===== config.mk =====
export PLATFORM = sky130hd
export DESIGN_NAME = rbm_read_buffer
export DESIGN_NICKNAME = d
export VERILOG_FILES = /design/src/rbm_pkg.sv /design/src/rbm_read_buffer.sv
export SDC_FILE = /design/constraint.sdc
export NUM_CORES = 1
export LEC_CHECK = 0
export ABC_CLOCK_PERIOD_IN_PS = 5590
export BUFFER_PORTS_ARGS = -buffer_cell sky130_fd_sc_hd__buf_4
export CORE_ASPECT_RATIO = 0.6
export CORE_MARGIN = 2
export CORE_UTILIZATION = 35
export CTS_BUF_LIST = sky130_fd_sc_hd__clkbuf_4 sky130_fd_sc_hd__clkbuf_8
export DETAILED_ROUTE_END_ITERATION = 10
export HOLD_SLACK_MARGIN = 0.15
export SLEW_MARGIN = 0
export SYNTH_ARGS = -nofsm -noshare
export SYNTH_HDL_FRONTEND = slang
export SYNTH_SLANG_ARGS = --single-unit

===== constraint.sdc =====
create_clock -name clk -period 5.59 [get_ports clk]
set_input_delay 0.559 -clock clk [delete_from_list [all_inputs] [get_ports clk]]
set_output_delay 0.559 -clock clk [all_outputs]
set_load 0.01 [all_outputs]

===== src/rbm_pkg.sv =====
// constants for the diagnostic read-buffer command handler
`default_nettype none
package rbm_pkg;
	// register byte offsets on the AXI4-Lite bus
	localparam logic [7:0] OFF_CDB     = 8'h00;
	localparam logic [7:0] OFF_OFFSET  = 8'h04;
	localparam logic [7:0] OFF_ALLOC   = 8'h08;
	localparam logic [7:0] OFF_NEXUS   = 8'h0C;
	localparam logic [7:0] OFF_CTRL    = 8'h10;
	localparam logic [7:0] OFF_STATUS  = 8'h14;
	localparam logic [7:0] OFF_XFER    = 8'h18;
	localparam logic [7:0] OFF_DATA    = 8'h1C;
	localparam logic [7:0] OFF_ECHOWR  = 8'h20;
	localparam logic [7:0] OFF_ECHOLEN = 8'h24;
	localparam logic [7:0] OFF_EHSTATE = 8'h28;
	// field positions
	localparam int CDB_MODE_LSB  = 0;
	localparam int CDB_ID_LSB    = 8;
	localparam int CTRL_START    = 0;
	localparam int ST_DONE       = 0;
	localparam int ST_CHECK      = 1;
	localparam int ST_KEY_LSB    = 8;
	localparam int ST_ASCQ_LSB   = 16;
	localparam int ST_ASC_LSB    = 24;
	localparam int EHS_NEXUS     = 0;
	localparam int EHS_SNAP      = 1;
	localparam int EHS_OWNER_LSB = 8;
	// command modes
	localparam logic [4:0] MODE_DESC      = 5'h03;
	localparam logic [4:0] MODE_ECHO      = 5'h0A;
	localparam logic [4:0] MODE_ECHO_DESC = 5'h0B;
	localparam logic [4:0] MODE_EXPANDER  = 5'h1A;
	localparam logic [4:0] MODE_ERRHIST   = 5'h1C;
	// sense data
	localparam logic [3:0] SK_NONE       = 4'h0;
	localparam logic [3:0] SK_ILLEGAL    = 4'h5;
	localparam logic [7:0] ASC_NONE      = 8'h00;
	localparam logic [7:0] ASC_INV_FIELD = 8'h24;
	localparam logic [7:0] ASC_SEQ_ERR   = 8'h2C;
	localparam logic [7:0] ASC_OP_PROG   = 8'h00;
	localparam logic [7:0] ASCQ_NONE     = 8'h00;
	localparam logic [7:0] ASCQ_OP_PROG  = 8'h16;
	// descriptor contents
	localparam logic [7:0]  OFFSET_BOUNDARY = 8'h09;
	localparam logic [23:0] DESC_LEN        = 24'h000004;
	localparam logic        ECHO_OVERWRITE  = 1'h0;
	localparam int          ECHO_OVERWRITE_SUPPORTED_FLAG_POS = 24;
	localparam logic [12:0] ECHO_CAP_ALIGN  = 13'h1FFC;
	// error history buffer identifiers
	localparam logic [7:0]  EH_DIR_LAST   = 8'h03;
	localparam logic [7:0]  EH_ANY_LO     = 8'h02;
	localparam logic [7:0]  EH_DATA_LO    = 8'h10;
	localparam logic [7:0]  EH_DATA_HI    = 8'hEF;
	localparam logic [7:0]  EH_CLR_NEXUS  = 8'hFE;
	localparam logic [7:0]  EH_CLR_ALL    = 8'hFF;
	localparam logic [23:0] EH_OFF_MAX    = 24'h00FFFF;
	localparam logic [23:0] ZERO24        = 24'h000000;
	// AXI responses
	localparam logic [1:0] RESP_OKAY   = 2'h0;
	localparam logic [1:0] RESP_SLVERR = 2'h2;
endpackage
`default_nettype wire


===== src/rbm_read_buffer.sv =====
// read-buffer command handler with AXI4-Lite register slave
//
// The implementer's own choices: the AXI4-Lite slave port and the placing of the registers.
`default_nettype none
module rbm_read_buffer #(
	parameter int          AW            = 8,
	parameter int          ECHO_WORDS    = 16,
	parameter logic [23:0] DBUF_CAPACITY = 24'h010000,
	parameter logic [23:0] EH_DIR_LEN    = 24'h000028,
	parameter logic [23:0] EH_DATA_LEN   = 24'h000200
) (
	input  wire logic          clk,
	input  wire logic          sys_rst,
	input  wire logic          ce,
	input  wire logic [AW-1:0] s_axi_awaddr,
	input  wire logic          s_axi_awvalid,
	output logic               s_axi_awready,
	input  wire logic [31:0]   s_axi_wdata,
	input  wire logic [3:0]    s_axi_wstrb,
	input  wire logic          s_axi_wvalid,
	output logic               s_axi_wready,
	output logic [1:0]         s_axi_bresp,
	output logic               s_axi_bvalid,
	input  wire logic          s_axi_bready,
	input  wire logic [AW-1:0] s_axi_araddr,
	input  wire logic          s_axi_arvalid,
	output logic               s_axi_arready,
	output logic [31:0]        s_axi_rdata,
	output logic [1:0]         s_axi_rresp,
	output logic               s_axi_rvalid,
	input  wire logic          s_axi_rready
);
	localparam int EIW = $clog2(ECHO_WORDS);
	localparam logic [15:0] ECHO_CAP = 16'(ECHO_WORDS * 4);

	// byte-lane merge for partial writes
	function automatic logic [31:0] merge(input logic [31:0] old, input logic [31:0] nw, input logic [3:0] st);
		logic [31:0] r;
		r = old;
		for (int i = 0; i < 4; i++)
			if (st[i])
				r[i*8 +: 8] = nw[i*8 +: 8];
		return r;
	endfunction

	function automatic logic [23:0] min24(input logic [23:0] a, input logic [23:0] b);
		return (a < b) ? a : b;
	endfunction

	logic [31:0]    cdbR;
	logic [23:0]    offsetR;
	logic [23:0]    allocR;
	logic [7:0]     nexusR;
	logic           doneR;
	logic           checkR;
	logic [3:0]     keyR;
	logic [7:0]     ascR;
	logic [7:0]     ascqR;
	logic [23:0]    xferR;
	logic [31:0]    descWordR;
	logic [31:0]    echoMem [ECHO_WORDS];
	logic [EIW-1:0] echoWrIdxR;
	logic [EIW-1:0] echoRdIdxR;
	logic [15:0]    echoLenR;
	logic           echoValidR;
	logic           ownerValidR;
	logic           snapR;
	logic [7:0]     ownerR;
	logic [4:0]     readModeR;

	logic [4:0]  mode;
	logic [7:0]  bufId;
	logic        wrFire;
	logic        rdFire;
	logic [7:0]  wrAddr;
	logic [7:0]  rdAddr;
	logic        startFire;
	logic        dataRead;
	logic        chk;
	logic [7:0]  asc;
	logic [7:0]  ascq;
	logic [23:0] xfer;
	logic [31:0] dataW;
	logic        setSnap;
	logic        clrSnap;
	logic        setOwner;
	logic        clrOwner;
	logic        constrained;
	logic        foreign;
	logic [31:0] rdVal;
	logic        rdHit;

	assign mode      = cdbR[rbm_pkg::CDB_MODE_LSB +: 5];
	assign bufId     = cdbR[rbm_pkg::CDB_ID_LSB +: 8];
	assign wrAddr    = 8'(s_axi_awaddr);
	assign rdAddr    = 8'(s_axi_araddr);
	// address and data are taken together in the same handshake cycle
	assign wrFire    = ce && s_axi_awready && s_axi_awvalid && s_axi_wvalid;
	assign rdFire    = ce && s_axi_arready && s_axi_arvalid;
	assign startFire = wrFire && wrAddr == rbm_pkg::OFF_CTRL && s_axi_wdata[rbm_pkg::CTRL_START] && s_axi_wstrb[0];
	assign dataRead  = rdFire && rdAddr == rbm_pkg::OFF_DATA;
	assign constrained = !(bufId == rbm_pkg::EH_ANY_LO || bufId == rbm_pkg::EH_DIR_LAST);
	assign foreign     = ownerValidR && nexusR != ownerR;

	// command decode: outcome of one command, taken at the start strobe
	always_comb
	begin
		chk      = 1'b0;
		asc      = rbm_pkg::ASC_INV_FIELD;
		ascq     = rbm_pkg::ASCQ_NONE;
		xfer     = rbm_pkg::ZERO24;
		dataW    = 32'h00000000;
		setSnap  = 1'b0;
		clrSnap  = 1'b0;
		setOwner = 1'b0;
		clrOwner = 1'b0;
		case (mode)
			rbm_pkg::MODE_DESC:
			begin
				dataW = {rbm_pkg::OFFSET_BOUNDARY, DBUF_CAPACITY};
				if (allocR != rbm_pkg::ZERO24 && allocR < rbm_pkg::DESC_LEN)
					chk = 1'b1;
				else
					xfer = min24(allocR, rbm_pkg::DESC_LEN);
			end
			// id and offset ignored; only the last allocation byte counts
			rbm_pkg::MODE_ECHO, rbm_pkg::MODE_EXPANDER:
			begin
				if (!echoValidR)
				begin
					chk = 1'b1;
					asc = rbm_pkg::ASC_SEQ_ERR;
				end
				else
					xfer = min24({16'h0000, allocR[7:0]}, {8'h00, echoLenR});
			end
			rbm_pkg::MODE_ECHO_DESC:
			begin
				dataW = {16'h0000, 3'h0, ECHO_CAP[12:0] & rbm_pkg::ECHO_CAP_ALIGN};
				dataW[rbm_pkg::ECHO_OVERWRITE_SUPPORTED_FLAG_POS] = rbm_pkg::ECHO_OVERWRITE;
				if (offsetR != rbm_pkg::ZERO24)
					chk = 1'b1;
				else
					xfer = min24(allocR, rbm_pkg::DESC_LEN);
			end
			rbm_pkg::MODE_ERRHIST:
			begin
				if (constrained && foreign)
				begin
					chk  = 1'b1;
					asc  = rbm_pkg::ASC_OP_PROG;
					ascq = rbm_pkg::ASCQ_OP_PROG;
				end
				else if (bufId <= rbm_pkg::EH_DIR_LAST)
				begin
					if (offsetR != rbm_pkg::ZERO24)
						chk = 1'b1;
					else
					begin
						xfer     = min24(allocR, EH_DIR_LEN);
						setSnap  = bufId[0];
						setOwner = bufId[1];
					end
				end
				else if (bufId >= rbm_pkg::EH_DATA_LO && bufId <= rbm_pkg::EH_DATA_HI)
				begin
					// offsets past the stored history cannot be served
					if (offsetR > rbm_pkg::EH_OFF_MAX || offsetR >= EH_DATA_LEN)
						chk = 1'b1;
					else
						xfer = min24(allocR, EH_DATA_LEN - offsetR);
				end
				else if (bufId == rbm_pkg::EH_CLR_NEXUS || bufId == rbm_pkg::EH_CLR_ALL)
				begin
					clrOwner = 1'b1;
					clrSnap  = bufId[0];
				end
				else
					chk = 1'b1;
			end
			default:
				chk = 1'b1;
		endcase
	end

	// command result registers
	always_ff @(posedge clk or posedge sys_rst)
	begin
		if (sys_rst)
		begin
			doneR     <= 1'b0;
			checkR    <= 1'b0;
			keyR      <= rbm_pkg::SK_NONE;
			ascR      <= rbm_pkg::ASC_NONE;
			ascqR     <= rbm_pkg::ASCQ_NONE;
			xferR     <= rbm_pkg::ZERO24;
			descWordR <= 32'h00000000;
			readModeR <= 5'h00;
		end
		else if (startFire)
		begin
			doneR     <= 1'b1;
			checkR    <= chk;
			keyR      <= chk ? rbm_pkg::SK_ILLEGAL : rbm_pkg::SK_NONE;
			ascR      <= chk ? asc : rbm_pkg::ASC_NONE;
			ascqR     <= chk ? ascq : rbm_pkg::ASCQ_NONE;
			xferR     <= chk ? rbm_pkg::ZERO24 : xfer;
			descWordR <= dataW;
			readModeR <= mode;
		end
	end

	// error history ownership; a failed command leaves it untouched
	always_ff @(posedge clk or posedge sys_rst)
	begin
		if (sys_rst)
		begin
			ownerValidR <= 1'b0;
			snapR       <= 1'b0;
			ownerR      <= 8'h00;
		end
		else if (startFire && !chk)
		begin
			if (setOwner)
			begin
				ownerValidR <= 1'b1;
				ownerR      <= nexusR;
			end
			else if (clrOwner)
				ownerValidR <= 1'b0;
			if (setSnap)
				snapR <= 1'b1;
			else if (clrSnap)
				snapR <= 1'b0;
		end
	end

	// echo storage, apart from the data buffer, filled by the echo write path
	always_ff @(posedge clk or posedge sys_rst)
	begin
		if (sys_rst)
		begin
			echoWrIdxR <= '0;
			echoLenR   <= 16'h0000;
			echoValidR <= 1'b0;
		end
		else if (wrFire && wrAddr == rbm_pkg::OFF_ECHOWR)
			echoWrIdxR <= echoWrIdxR + 1'b1;
		else if (wrFire && wrAddr == rbm_pkg::OFF_ECHOLEN)
		begin
			// bytes beyond capacity would be indeterminate, so clamp
			echoLenR   <= (s_axi_wdata[15:0] > ECHO_CAP) ? ECHO_CAP : s_axi_wdata[15:0];
			echoValidR <= 1'b1;
			echoWrIdxR <= '0;
		end
	end

	// memory has no reset: contents are undefined until written
	always_ff @(posedge clk)
	begin
		if (wrFire && wrAddr == rbm_pkg::OFF_ECHOWR)
			echoMem[echoWrIdxR] <= merge(echoMem[echoWrIdxR], s_axi_wdata, s_axi_wstrb);
	end

	// echo read pointer restarts with each command and advances per data read after an echo or expander command
	always_ff @(posedge clk or posedge sys_rst)
	begin
		if (sys_rst)
			echoRdIdxR <= '0;
		else if (startFire)
			echoRdIdxR <= '0;
		else if (dataRead && (readModeR == rbm_pkg::MODE_ECHO || readModeR == rbm_pkg::MODE_EXPANDER))
			echoRdIdxR <= echoRdIdxR + 1'b1;
	end

	// command field registers
	always_ff @(posedge clk or posedge sys_rst)
	begin
		if (sys_rst)
		begin
			cdbR    <= 32'h00000000;
			offsetR <= rbm_pkg::ZERO24;
			allocR  <= rbm_pkg::ZERO24;
			nexusR  <= 8'h00;
		end
		else if (wrFire)
		begin
			if (wrAddr == rbm_pkg::OFF_CDB)
				cdbR <= merge(cdbR, s_axi_wdata, s_axi_wstrb) & 32'h0000FF1F;
			if (wrAddr == rbm_pkg::OFF_OFFSET)
				offsetR <= 24'(merge({8'h00, offsetR}, s_axi_wdata, s_axi_wstrb));
			if (wrAddr == rbm_pkg::OFF_ALLOC)
				allocR <= 24'(merge({8'h00, allocR}, s_axi_wdata, s_axi_wstrb));
			if (wrAddr == rbm_pkg::OFF_NEXUS)
				nexusR <= 8'(merge({24'h000000, nexusR}, s_axi_wdata, s_axi_wstrb));
		end
	end

	// read mux; unmapped addresses answer SLVERR with zero data
	always_comb
	begin
		rdHit = 1'b1;
		rdVal = 32'h00000000;
		case (rdAddr)
			rbm_pkg::OFF_CDB:     rdVal = cdbR;
			rbm_pkg::OFF_OFFSET:  rdVal = {8'h00, offsetR};
			rbm_pkg::OFF_ALLOC:   rdVal = {8'h00, allocR};
			rbm_pkg::OFF_NEXUS:   rdVal = {24'h000000, nexusR};
			rbm_pkg::OFF_CTRL:    rdVal = 32'h00000000;
			rbm_pkg::OFF_STATUS:  rdVal = {ascR, ascqR, 4'h0, keyR, 6'h00, checkR, doneR};
			rbm_pkg::OFF_XFER:    rdVal = {8'h00, xferR};
			rbm_pkg::OFF_DATA:
				rdVal = (readModeR == rbm_pkg::MODE_ECHO || readModeR == rbm_pkg::MODE_EXPANDER)
					? echoMem[echoRdIdxR] : descWordR;
			rbm_pkg::OFF_ECHOLEN: rdVal = {15'h0000, echoValidR, echoLenR};
			rbm_pkg::OFF_EHSTATE: rdVal = {16'h0000, ownerR, 6'h00, snapR, ownerValidR};
			default:              rdHit = 1'b0;
		endcase
	end

	// write channel: ready pulses one cycle once both address and data wait
	always_ff @(posedge clk or posedge sys_rst)
	begin
		if (sys_rst)
		begin
			s_axi_awready <= 1'b0;
			s_axi_wready  <= 1'b0;
			s_axi_bvalid  <= 1'b0;
			s_axi_bresp   <= rbm_pkg::RESP_OKAY;
		end
		else if (ce)
		begin
			s_axi_awready <= 1'b0;
			s_axi_wready  <= 1'b0;
			if (wrFire)
			begin
				s_axi_bvalid <= 1'b1;
				s_axi_bresp  <= (wrAddr > rbm_pkg::OFF_EHSTATE || wrAddr[1:0] != 2'h0) ? rbm_pkg::RESP_SLVERR
					: rbm_pkg::RESP_OKAY;
			end
			else if (s_axi_bvalid && s_axi_bready)
				s_axi_bvalid <= 1'b0;
			else if (!s_axi_bvalid && !s_axi_awready && s_axi_awvalid && s_axi_wvalid)
			begin
				s_axi_awready <= 1'b1;
				s_axi_wready  <= 1'b1;
			end
		end
	end

	// read channel: one read outstanding at a time
	always_ff @(posedge clk or posedge sys_rst)
	begin
		if (sys_rst)
		begin
			s_axi_arready <= 1'b0;
			s_axi_rvalid  <= 1'b0;
			s_axi_rdata   <= 32'h00000000;
			s_axi_rresp   <= rbm_pkg::RESP_OKAY;
		end
		else if (ce)
		begin
			s_axi_arready <= 1'b0;
			if (rdFire)
			begin
				s_axi_rvalid <= 1'b1;
				s_axi_rdata  <= rdVal;
				s_axi_rresp  <= rdHit ? rbm_pkg::RESP_OKAY : rbm_pkg::RESP_SLVERR;
			end
			else if (s_axi_rvalid && s_axi_rready)
				s_axi_rvalid <= 1'b0;
			else if (!s_axi_rvalid && !s_axi_arready && s_axi_arvalid)
				s_axi_arready <= 1'b1;
		end
	end
endmodule
`default_nettype wire


# ---- Word-level counts from Yosys, hierarchy flattened
# Memory sizes are Yosys's and may differ from the RTL's.
# Cells that the tools add are included.
dict set report op_classes {
  eq_ne 31
  n_mux 84
  n_reduce_logical 69
  addsub 3
  bitwise 1
  magnitude_cmp 11
}
# operator count
set ops {}
lappend ops {{$pmux W32 S9} 1}
lappend ops {{$mux W24} 11}
lappend ops {{$pmux W24 S4} 1}
lappend ops {{$mux W8} 10}
lappend ops {{$pmux W28 S2} 1}
lappend ops {{$mux W16} 3}
lappend ops {{$reduce_bool A24 Y1} 2}
lappend ops {{$mux W1} 43}
lappend ops {{$eq A8 B5 Y1 const B} 5}
lappend ops {{$eq A8 B4 Y1 const B} 4}
lappend ops {{$eq A8 B6 Y1 const B} 4}
lappend ops {{$mux W32} 1}
lappend ops {{$reduce_and A3 Y1} 9}
lappend ops {{$ge A24 B10 Y1 const B} 1}
lappend ops {{$gt A24 B16 Y1 const B} 1}
lappend ops {{$logic_and A1 B1 Y1} 24}
lappend ops {{$lt A24 B24 Y1} 1}
lappend ops {{$lt A24 B3 Y1 const B} 1}
lappend ops {{$lt A24 B6 Y1 const B} 1}
lappend ops {{$reduce_and A2 Y1} 12}
lappend ops {{$sub A10 B24 Y24 const A} 1}
lappend ops {{$mux W4} 5}
lappend ops {{$eq A8 B2 Y1 const B} 2}
lappend ops {{$eq A8 B3 Y1 const B} 2}
lappend ops {{other kinds (26)} 53}
dict set report word_totals {
  ram_bits 512
  memories 1
  register_bits 227
  out_inout_bits 41
  wordCells 231
}
# memory words width rd rd_clocked_by_memory_dff write_ports line
set memory_table {}
lappend memory_table {echoMem 16 32 1 0 1 rbm_read_buffer.sv:61} ;# logic [31:0] echoMem [ECHO_WORDS];

# ---- Depth between registers and ports, before layout
# Gate-level depths: netlist of run 1.
dict set report logic_depth {
  word_depth 10
  ltp_mapped 18
  ltp_nobuf 17
}

# ---- Worst setup path after synthesis of run 1
# Ideal clock, no wire load.
dict set report synth_path {
  kind {reg-to-reg}
  startpoint {reg offsetR[0]}
  endpoint {reg xferR[4]}
  path_slack_ps 1769
  t_arrival_ps 3745
  setup_ps 76
  path_stages_with_launch 17
  path_cell_list {dfrtp_1 > inv_1 > ha_1 > nor3b_1 > nand3b_1 > nand2_1 > nand2_1 > xnor2_1 > ha_1 > and3_1 > a22o_1 > o21a_1 > or4_1 > clkbuf_1 > o21ai_0 > mux2_2 > o21ai_1}
}
dict set report synth_via {
  elab_chain_cells 9
  elab_cells_between_ends 21
  cone_classes {add/sub: 1; order compare: 3; mux: 15; reduce/logical: 2}
}
# element line
set synth_rtl {}
lappend synth_rtl {{from (decl)} rbm_read_buffer.sv:51} ;# logic [23:0] offsetR;
lappend synth_rtl {{from (signal assigned)} rbm_read_buffer.sv:282} ;# offsetR <= rbm_pkg::ZERO24;
lappend synth_rtl {{from (signal assigned)} rbm_read_buffer.sv:291} ;# offsetR <= 24'(merge({8'h00, offsetR}, s_axi_wdata, s_axi_wstrb));
lappend synth_rtl {{$sub A10 B24 Y24} rbm_read_buffer.sv:171} ;# xfer = min24(allocR, EH_DATA_LEN - offsetR);
lappend synth_rtl {{$lt A24 B24 Y1} rbm_read_buffer.sv:47} ;# return (a < b) ? a : b;
lappend synth_rtl {{$mux W24} rbm_read_buffer.sv:47}
lappend synth_rtl {{$mux W24} rbm_read_buffer.sv:168} ;# if (offsetR > rbm_pkg::EH_OFF_MAX || offsetR >= EH_DATA_LEN)
lappend synth_rtl {{$mux W24} rbm_read_buffer.sv:165} ;# else if (bufId >= rbm_pkg::EH_DATA_LO && bufId <= rbm_pkg::EH_DATA_HI)
lappend synth_rtl {{$mux W24} rbm_read_buffer.sv:154} ;# else if (bufId <= rbm_pkg::EH_DIR_LAST)
lappend synth_rtl {{$mux W24} rbm_read_buffer.sv:148} ;# if (constrained && foreign)
lappend synth_rtl {{$pmux W24 S4} rbm_read_buffer.sv:117} ;# case (mode)
lappend synth_rtl {{$mux W24 *} rbm_read_buffer.sv:207} ;# xferR <= chk ? rbm_pkg::ZERO24 : xfer;
lappend synth_rtl {{to (signal assigned)} rbm_read_buffer.sv:196} ;# xferR <= rbm_pkg::ZERO24;
lappend synth_rtl {{to (signal assigned)} rbm_read_buffer.sv:207}
lappend synth_rtl {{to (decl)} rbm_read_buffer.sv:59} ;# logic [23:0] xferR;
# Mark *: on every way between the ends. The rest lies on a longest branch, timed or not.
# A chain may end at the register's enable or synchronous reset.

# ---- Worst setup path in the final report of run 1
dict set report layout_path {
  startpoint {reg offsetR[0]}
  endpoint {reg xferR[14]}
}
# The elaborated chain is that of the path after synthesis.

==> metrics.md, run 1 <==
| Metric | Value |
|---|---|
| Commonest cells after routing, fill and taps aside | edfxtp_1, dfrtp_1, nand2_1 |
| Initial DRC count | 2,332 |
| Core area | 83,100 um^2 |
| Gates resized, CTS repair | 0 |
| Final worst path period need | 4.886 ns |
| Worst skew pair latency | 0.74 ns |
| Synth cell types | 76 |
| Vias/cell | 5.591 |
| Post-synth top flop | edfxtp_1 |
| Hold WC Path Type | in2reg |
| Hold Vio Cnt, Final | 0 |
| Post-DP Area | 31,260 um^2 |
| HPWL Detailed | 59,510 um |
| # DRC | 0 |
| H-tree levels | 3 |
| All-Layer GR Usage | 19.90% |
| FFs w/ async S/R, synth | 25.69% |
| Sequential area share after synthesis | 67.74% |
| Number of port buffers | 98 |
| Flops & latches, synth | 689 |
| Wire per inst | 27.08 um |
| Area Growth Syn to Fin | 14.95% |
| Final std cells w/o fill | 3,171 |
| Worst VDD drop | 0.1630 mV |
| # nets final | 2,087 |
| Antenna diodes | 0 |
| FMAX | 204.7 MHz |
| Fill count | 7,511 |
| Clock slew seen by the registers of the worst setup and hold paths | 0.06 ns |
| Initial antenna violation count | 4 |
| Grt ovf | 0 |
| Setup crit end kind | register |
| Critical Path AT | 5.52 ns |
| Syn Inst Count | 1,820 |
| Setup TNS | 0 ns |
| Tot Pwr | 10.09 mW |
| Die height | 227.9 um |
| Slew Viols, Final | 0 |
| CTS sink cnt | 689 |
| Layout cell share with drive strength beyond 1 | 25.25% |
| RSZ-0062 raised after global routing | false |
| # IOs | 101 |
| Clock Tree Buf Depth | 3 |
| Commonest non-fill, non-tap cell in the layout | edfxtp_1 |
| Global-route wire length before repair | 124,700 um |
| Initial core utilization | 35.18% |
| PD cells | 300.2 nW/um^2 |
| Final Cycle Share | 87.41% |
| Least-Margin Pin Slew | 1.094 ns |
| Relative slew slack | 26.09% |
| CP Max Fanout | 8 |
| Place WS | 0.7683 ns |
| Worst setup margin | 0.7038 ns |
| CTS tree | yes |
| Number of global-route vias before repair | 17,349 |
| Via count | 17,728 |
| Clock Skew | 0.04756 ns |
| Hold slack | 0.1979 ns |
| CP Launch Type | register |
| WP data required | 6.22 ns |
| Die footprint | 85,930 um^2 |
| Final wirelength | 85,890 um |
| Largest net degree at the start of global routing | 124 |
| Post-route design area | 33,600 um^2 |
| Leakage | 11.82 nW |
| Area leader, netlist | edfxtp_1 |
| Routability cong. | 0.9099 |
| Synth Area per Inst | 16.06 um^2 |
| Util after Layout | 40.44% |
| Root buf cell | clkbuf_8 |
| Dpl cells | 2,957 |
| EDFF count, synth | 512 |
| Synth top area share | 52.59% |
| Total CTS buffers | 103 |
| Yosys warns | 0 |
| # rows | 82 |
| Max Cap Viol | 0 |
| Die width | 377.1 um |
| Final setup viols | 0 |
| DRT Pass-1 Iters | 8 |
| Status | finished, final reports clean |
| Cell area after synthesis | 29,230 um^2 |
| Top post-synthesis cells by area | edfxtp_1, dfrtp_1, mux4_2, mux2_2, nand2_1 |
| Worst Setup Path Type | reg2reg |
| Final ANT Viol Nets | 0 |
## area by class of cell
cell class / instances / area, um^2 / share of cell area [%]
Clock buffer: 148 / 1799 / 5.354
Clock inverter: 45 / 337.8 / 1.005
Inverter: 29 / 116.4 / 0.3463
Multi-Input combinational cell: 1021 / 8991 / 26.76
Sequential cell: 689 / 19810 / 58.96
Tap cell: 1092 / 1366 / 4.066
Timing Repair Buffer: 147 / 1181 / 3.515
## synthesized netlist by cell type, types with 4 or more instances
cell,count
a211oi_1,4
a21o_1,9
a21oi_1,23
a221oi_1,29
a222oi_1,26
a22o_1,32
a22oi_1,38
a31oi_1,7
and2_1,13
buf_1,12
buf_2,10
buf_4,9
clkbuf_1,50
dfrtp_1,177
edfxtp_1,512
ha_1,36
inv_1,28
mux2_1,8
mux2_2,71
mux2i_1,48
mux4_2,124
nand2_1,139
nand2b_1,21
nand3_1,41
nand3b_1,8
nand4_1,15
nor2_1,113
nor2b_1,8
nor3_1,20
nor3b_1,5
nor4_1,15
o211ai_1,6
o21a_1,4
o21ai_0,61
o21ai_1,8
o31ai_1,4
or3_1,4
or4_1,5
xnor2_1,22
xor2_1,10
## routing by layer
metal	routed length [um]	part of all wire, %	vias up	GRT usage [%]
met1	42300	49	9262	32.66
met2	34730	40	806	26.25
met4	1154	1.3	0	3.963
li1	-	-	7566	-
met3	7699	9.0	94	4.712
met5	0	0	-	0
## logic make-up after synthesis
| group | count (synthesis) | share of synthesized area [%] |
|---|---|---|
| adder cells (fa/ha/maj) | 36 | 1.541 |
| buffers and inverters | 111 | 1.609 |
| flip-flops | 689 | 67.74 |
| AND/OR/NAND/NOR | 434 | 7.276 |
| multiplexers | 251 | 14.24 |
| AO/OA/AOI/OAI | 266 | 6.621 |
| other | 1 | 0.01283 |
| XOR/XNOR | 32 | 0.9587 |
## state kept, by name (all words and copies together), names as in the netlist, 8 cells and up
name and count:
cdbR 13, offsetR 24, xferR 24, ownerR 8
s_axi_rdata 32, allocR 24, echoLenR 16, nexusR 8
echoMem 512
## final timing paths
kind / from / end / slack, ns / cells after the start
worst max-delay path: offsetR[0] / xferR[14] / 0.70 / 13
worst min-delay path: ce / s_axi_rvalid / 0.20 / 4
worst max register to register: offsetR[0] / xferR[14] / 0.70 / 13
worst min register to register: s_axi_rdata[18] / s_axi_rdata[18] / 0.48 / 2
max in group asynchronous: sys_rst / s_axi_rdata[26] / 3.79 / 4
min in group asynchronous: sys_rst / s_axi_rdata[4] / 0.50 / 3
## power by group
group          switching, mW  total, mW  internal [mW]  leakage, nW
clock                   2.02       4.30           2.27         1.14
combinational          0.184      0.260         0.0759         3.64
sequential            0.0164       5.53           5.51         7.03
total                   2.23       10.1           7.86         11.8
## critical path: stages, from the launching register on
cell	delay (ns)
dfrtp_1	0.46
nor4_1	0.53
nand2_1	0.30
o21ai_0	0.40
nand3b_1	0.31
xnor2_1	0.27
ha_1	0.27
and3_1	0.20
a22o_1	0.23
o21a_1	0.17
nor4_1	0.71
nand3_1	0.24
a211oi_4	0.46
a22o_1	0.21
## what timing repair did
action / in CTS / in global routing
setup buffers: 0 / 0
endpoints found under the hold margin: 307 / 0
hold buffers: 21 / 0
Note: power is estimated with default switching activity, not from simulation.
==> inputs of run 2 (changes only) <==
CORE_UTILIZATION = 58   (was 35)
PLACE_DENSITY = 0.78   (was default)
==> run 2 against run 1 <==
Net effect:
- routed wire length shrank 8.5%
- via count grew 0.35%
- critical path type unchanged
- sequential share of layout area grew 1.7 points
- non-clock buffer count shrank 18
==> metrics.md, run 2 (synthesis gave the netlist of run 1 again) <==
| Metric | Value |
|---|---|
| Final setup viols | 0 (unchanged) |
| Worst min-delay path endpoint | echoLenR[7] |
| Hold WC Path Type | in2reg |
| Via count | 17,790 (+0.35%) |
| Fill count | 3,370 (-55%) |
| Depth of the most critical reg-to-reg path | 14 (+1) |
| H-tree levels | 3 (unchanged) |
| Util after Layout | 65.88% (+25 points) |
| Initial DRC count | 2,565 (+10%) |
| Worst VDD drop | 0.2444 mV (+50%) |
| Core area | 49,580 um^2 (-40%) |
| # DRC | 0 (unchanged) |
| Clock slew seen by the registers of the worst setup and hold paths | 0.07 ns (about the same) |
| HPWL Detailed | 52,990 um (-11%) |
| Vias/cell | 6.621 (+18%) |
| Worst skew pair latency | 0.71 ns (-0.03 ns) |
| Min-delay src | s_axi_awaddr[2] |
| Hold path depth | 2 (-2) |
| Initial antenna violation count | 1 (-3) |
| Status | finished, final reports clean |
| Die width | 293.8 um (-22%) |
| End of the worst register-to-register path | xferR[23] |
| Final ANT Viol Nets | 0 (unchanged) |
| DRT Pass-1 Iters | 8 (unchanged) |
| Gates resized, CTS repair | 0 (unchanged) |
| # rows | 63 (-23%) |
| CTS tree | yes |
| Worst Setup Path Type | reg2reg |
| # IOs | 101 (unchanged) |
| Worst R2R Start | offsetR[0] |
| Number of setup buffers added after CTS | 0 (unchanged) |
| Number of global-route vias before repair | 17,584 (+1.4%) |
| FMAX | 200.9 MHz (-1.8%) |
| Layout cell share with drive strength beyond 1 | 24.51% (-0.74 points) |
| Setup TNS | 0 ns (unchanged) |
| # nets final | 2,062 (-1.2%) |
| Setup crit end kind | register |
| Final worst path period need | 4.977 ns (+0.09068 ns) |
| Die height | 177.9 um (-22%) |
| Commonest cells after routing, fill and taps aside | edfxtp_1, dfrtp_1, nand2_1 |
| CTS sink cnt | 689 (unchanged) |
| Final Cycle Share | 89.03% (+1.6 points) |
| CP Max Fanout | 8 (unchanged) |
| Routability cong. | 0.9646 (+6.0%) |
| Max Cap Viol | 0 (unchanged) |
| Slew Viols, Final | 0 (unchanged) |
| Most flops, register | echoMem |
| Leakage | 11.62 nW (-1.6%) |
| Area Growth Syn to Fin | 11.73% |
| Commonest non-fill, non-tap cell in the layout | edfxtp_1 |
| Largest net degree at the start of global routing | 84 (-32%) |
| Register-to-register setup slack | 0.61 ns (-0.09 ns) |
| Root buf cell | clkbuf_8 |
| Regs by FF count | echoMem: 512 flops, s_axi_rdata: 32 flops |
| Post-DP Area | 30,650 um^2 (-1.9%) |
| Largest register FFs | 512 (unchanged) |
| Wire per inst | 29.24 um (+8.0%) |
| Relative slew slack | 19.61% (-6.5 points) |
| RSZ-0062 raised after global routing | false |
| Total CTS buffers | 96 (-6.8%) |
| Clock Skew | 0.03273 ns (-0.01483 ns) |
| Final wirelength | 78,580 um (-8.5%) |
| Initial core utilization | 58.96% (+24 points) |
| WP data required | 6.11 ns (-0.11 ns) |
| Hold Vio Cnt, Final | 0 (unchanged) |
| Clock Tree Buf Depth | 3 (unchanged) |
| Critical Path AT | 5.50 ns (-0.02 ns) |
| Global-route wire length before repair | 115,300 um (-7.5%) |
| All-Layer GR Usage | 30.84% (+11 points) |
| Grt ovf | 0 (unchanged) |
| Number of port buffers | 98 (unchanged) |
| Die footprint | 52,280 um^2 (-39%) |
| Least-Margin Pin Slew | 1.201 ns (+0.1077 ns) |
| CP Launch Type | register |
| PD cells | 298.3 nW/um^2 (-0.64%) |
| Hold buffer count at cts | 8 (-62%) |
| Post-route design area | 32,660 um^2 (-2.8%) |
[run 2: changes by cell type in the layout (fill, tap and decap cells not counted), sizes merged]
cell         delta
diode           +1
buf             -5
clkinv         -13
dlygate4sd3    -13
inv             +1
clkbuf         -12
clkinvlp        -1
[run 2: power breakdown]
part / switching (mW) / total, mW / internal [mW]
sequential: 0.0129 / 5.53 / 5.51
combinational: 0.163 / 0.233 / 0.0698
clock: 1.89 / 3.98 / 2.09
[run 2: critical path: stages (launching register included)]
cell       delay [ns]
dfrtp_1          0.44
nor4_1           0.55
nand2_1          0.32
o21ai_0          0.37
nand3b_1         0.30
nor3b_1          0.34
xor2_1           0.11
ha_1             0.31
nand4_1          0.16
nor2_1           0.20
o2111ai_1        0.16
a21oi_1          0.44
nor3_1           0.14
a21oi_1          0.70
o21ai_0          0.24
[run 2: metal layers]
metal	vias to the layer above	part of all wire, %	GRT usage, %
met4	2	2.7	9.226
met3	152	12	8.528
met5	-	0.21	2.251
li1	7492	-	-
met1	9073	42	46.90
met2	1071	43	43.49
[run 2: how the worst max path moves through the flow]
stage	from	end	slack, ns	cells after the start
finish	offsetR[0]	xferR[23]	0.61	14
global route	offsetR[1]	xferR[23]	0.22	17
CTS	offsetR[1]	xferR[23]	0.69	17
detailed placement	offsetR[0]	xferR[23]	0.81	17
global placement	offsetR[0]	xferR[23]	0.96	14
floorplan	sys_rst	allocR[0]	0.23	1
[run 2: layout make-up]
cell class / instances / area [um^2] / area share (%)
sequential: 689 / 19810 / 60.65
tap: 650 / 813.3 / 2.490
clock buffer: 136 / 1653 / 5.060
timing repair buffer: 129 / 1001 / 3.065
multi-input combinational: 1021 / 8991 / 27.53
inverter: 29 / 116.4 / 0.3563
antenna: 1 / 2.502 / 0.007661
clock inverter: 32 / 274.0 / 0.8389
[run 2: stage by stage]
stage | hold slack, ns | cells | power, mW | setup WS [ns]
final | 0.1731 | 2687 | 9.742 | 0.6131
after detailed placement | 0.4641 | 2510 | 5.860 | 0.8106
after global placement | 0.4539 | 2510 | 5.850 | 0.9612
after floorplan | 0.4356 | 1821 | 5.704 | 0.2291
after global routing | 0.1623 | 2687 | 10.02 | 0.2161
after CTS | 0.1562 | 2686 | 9.770 | 0.6866
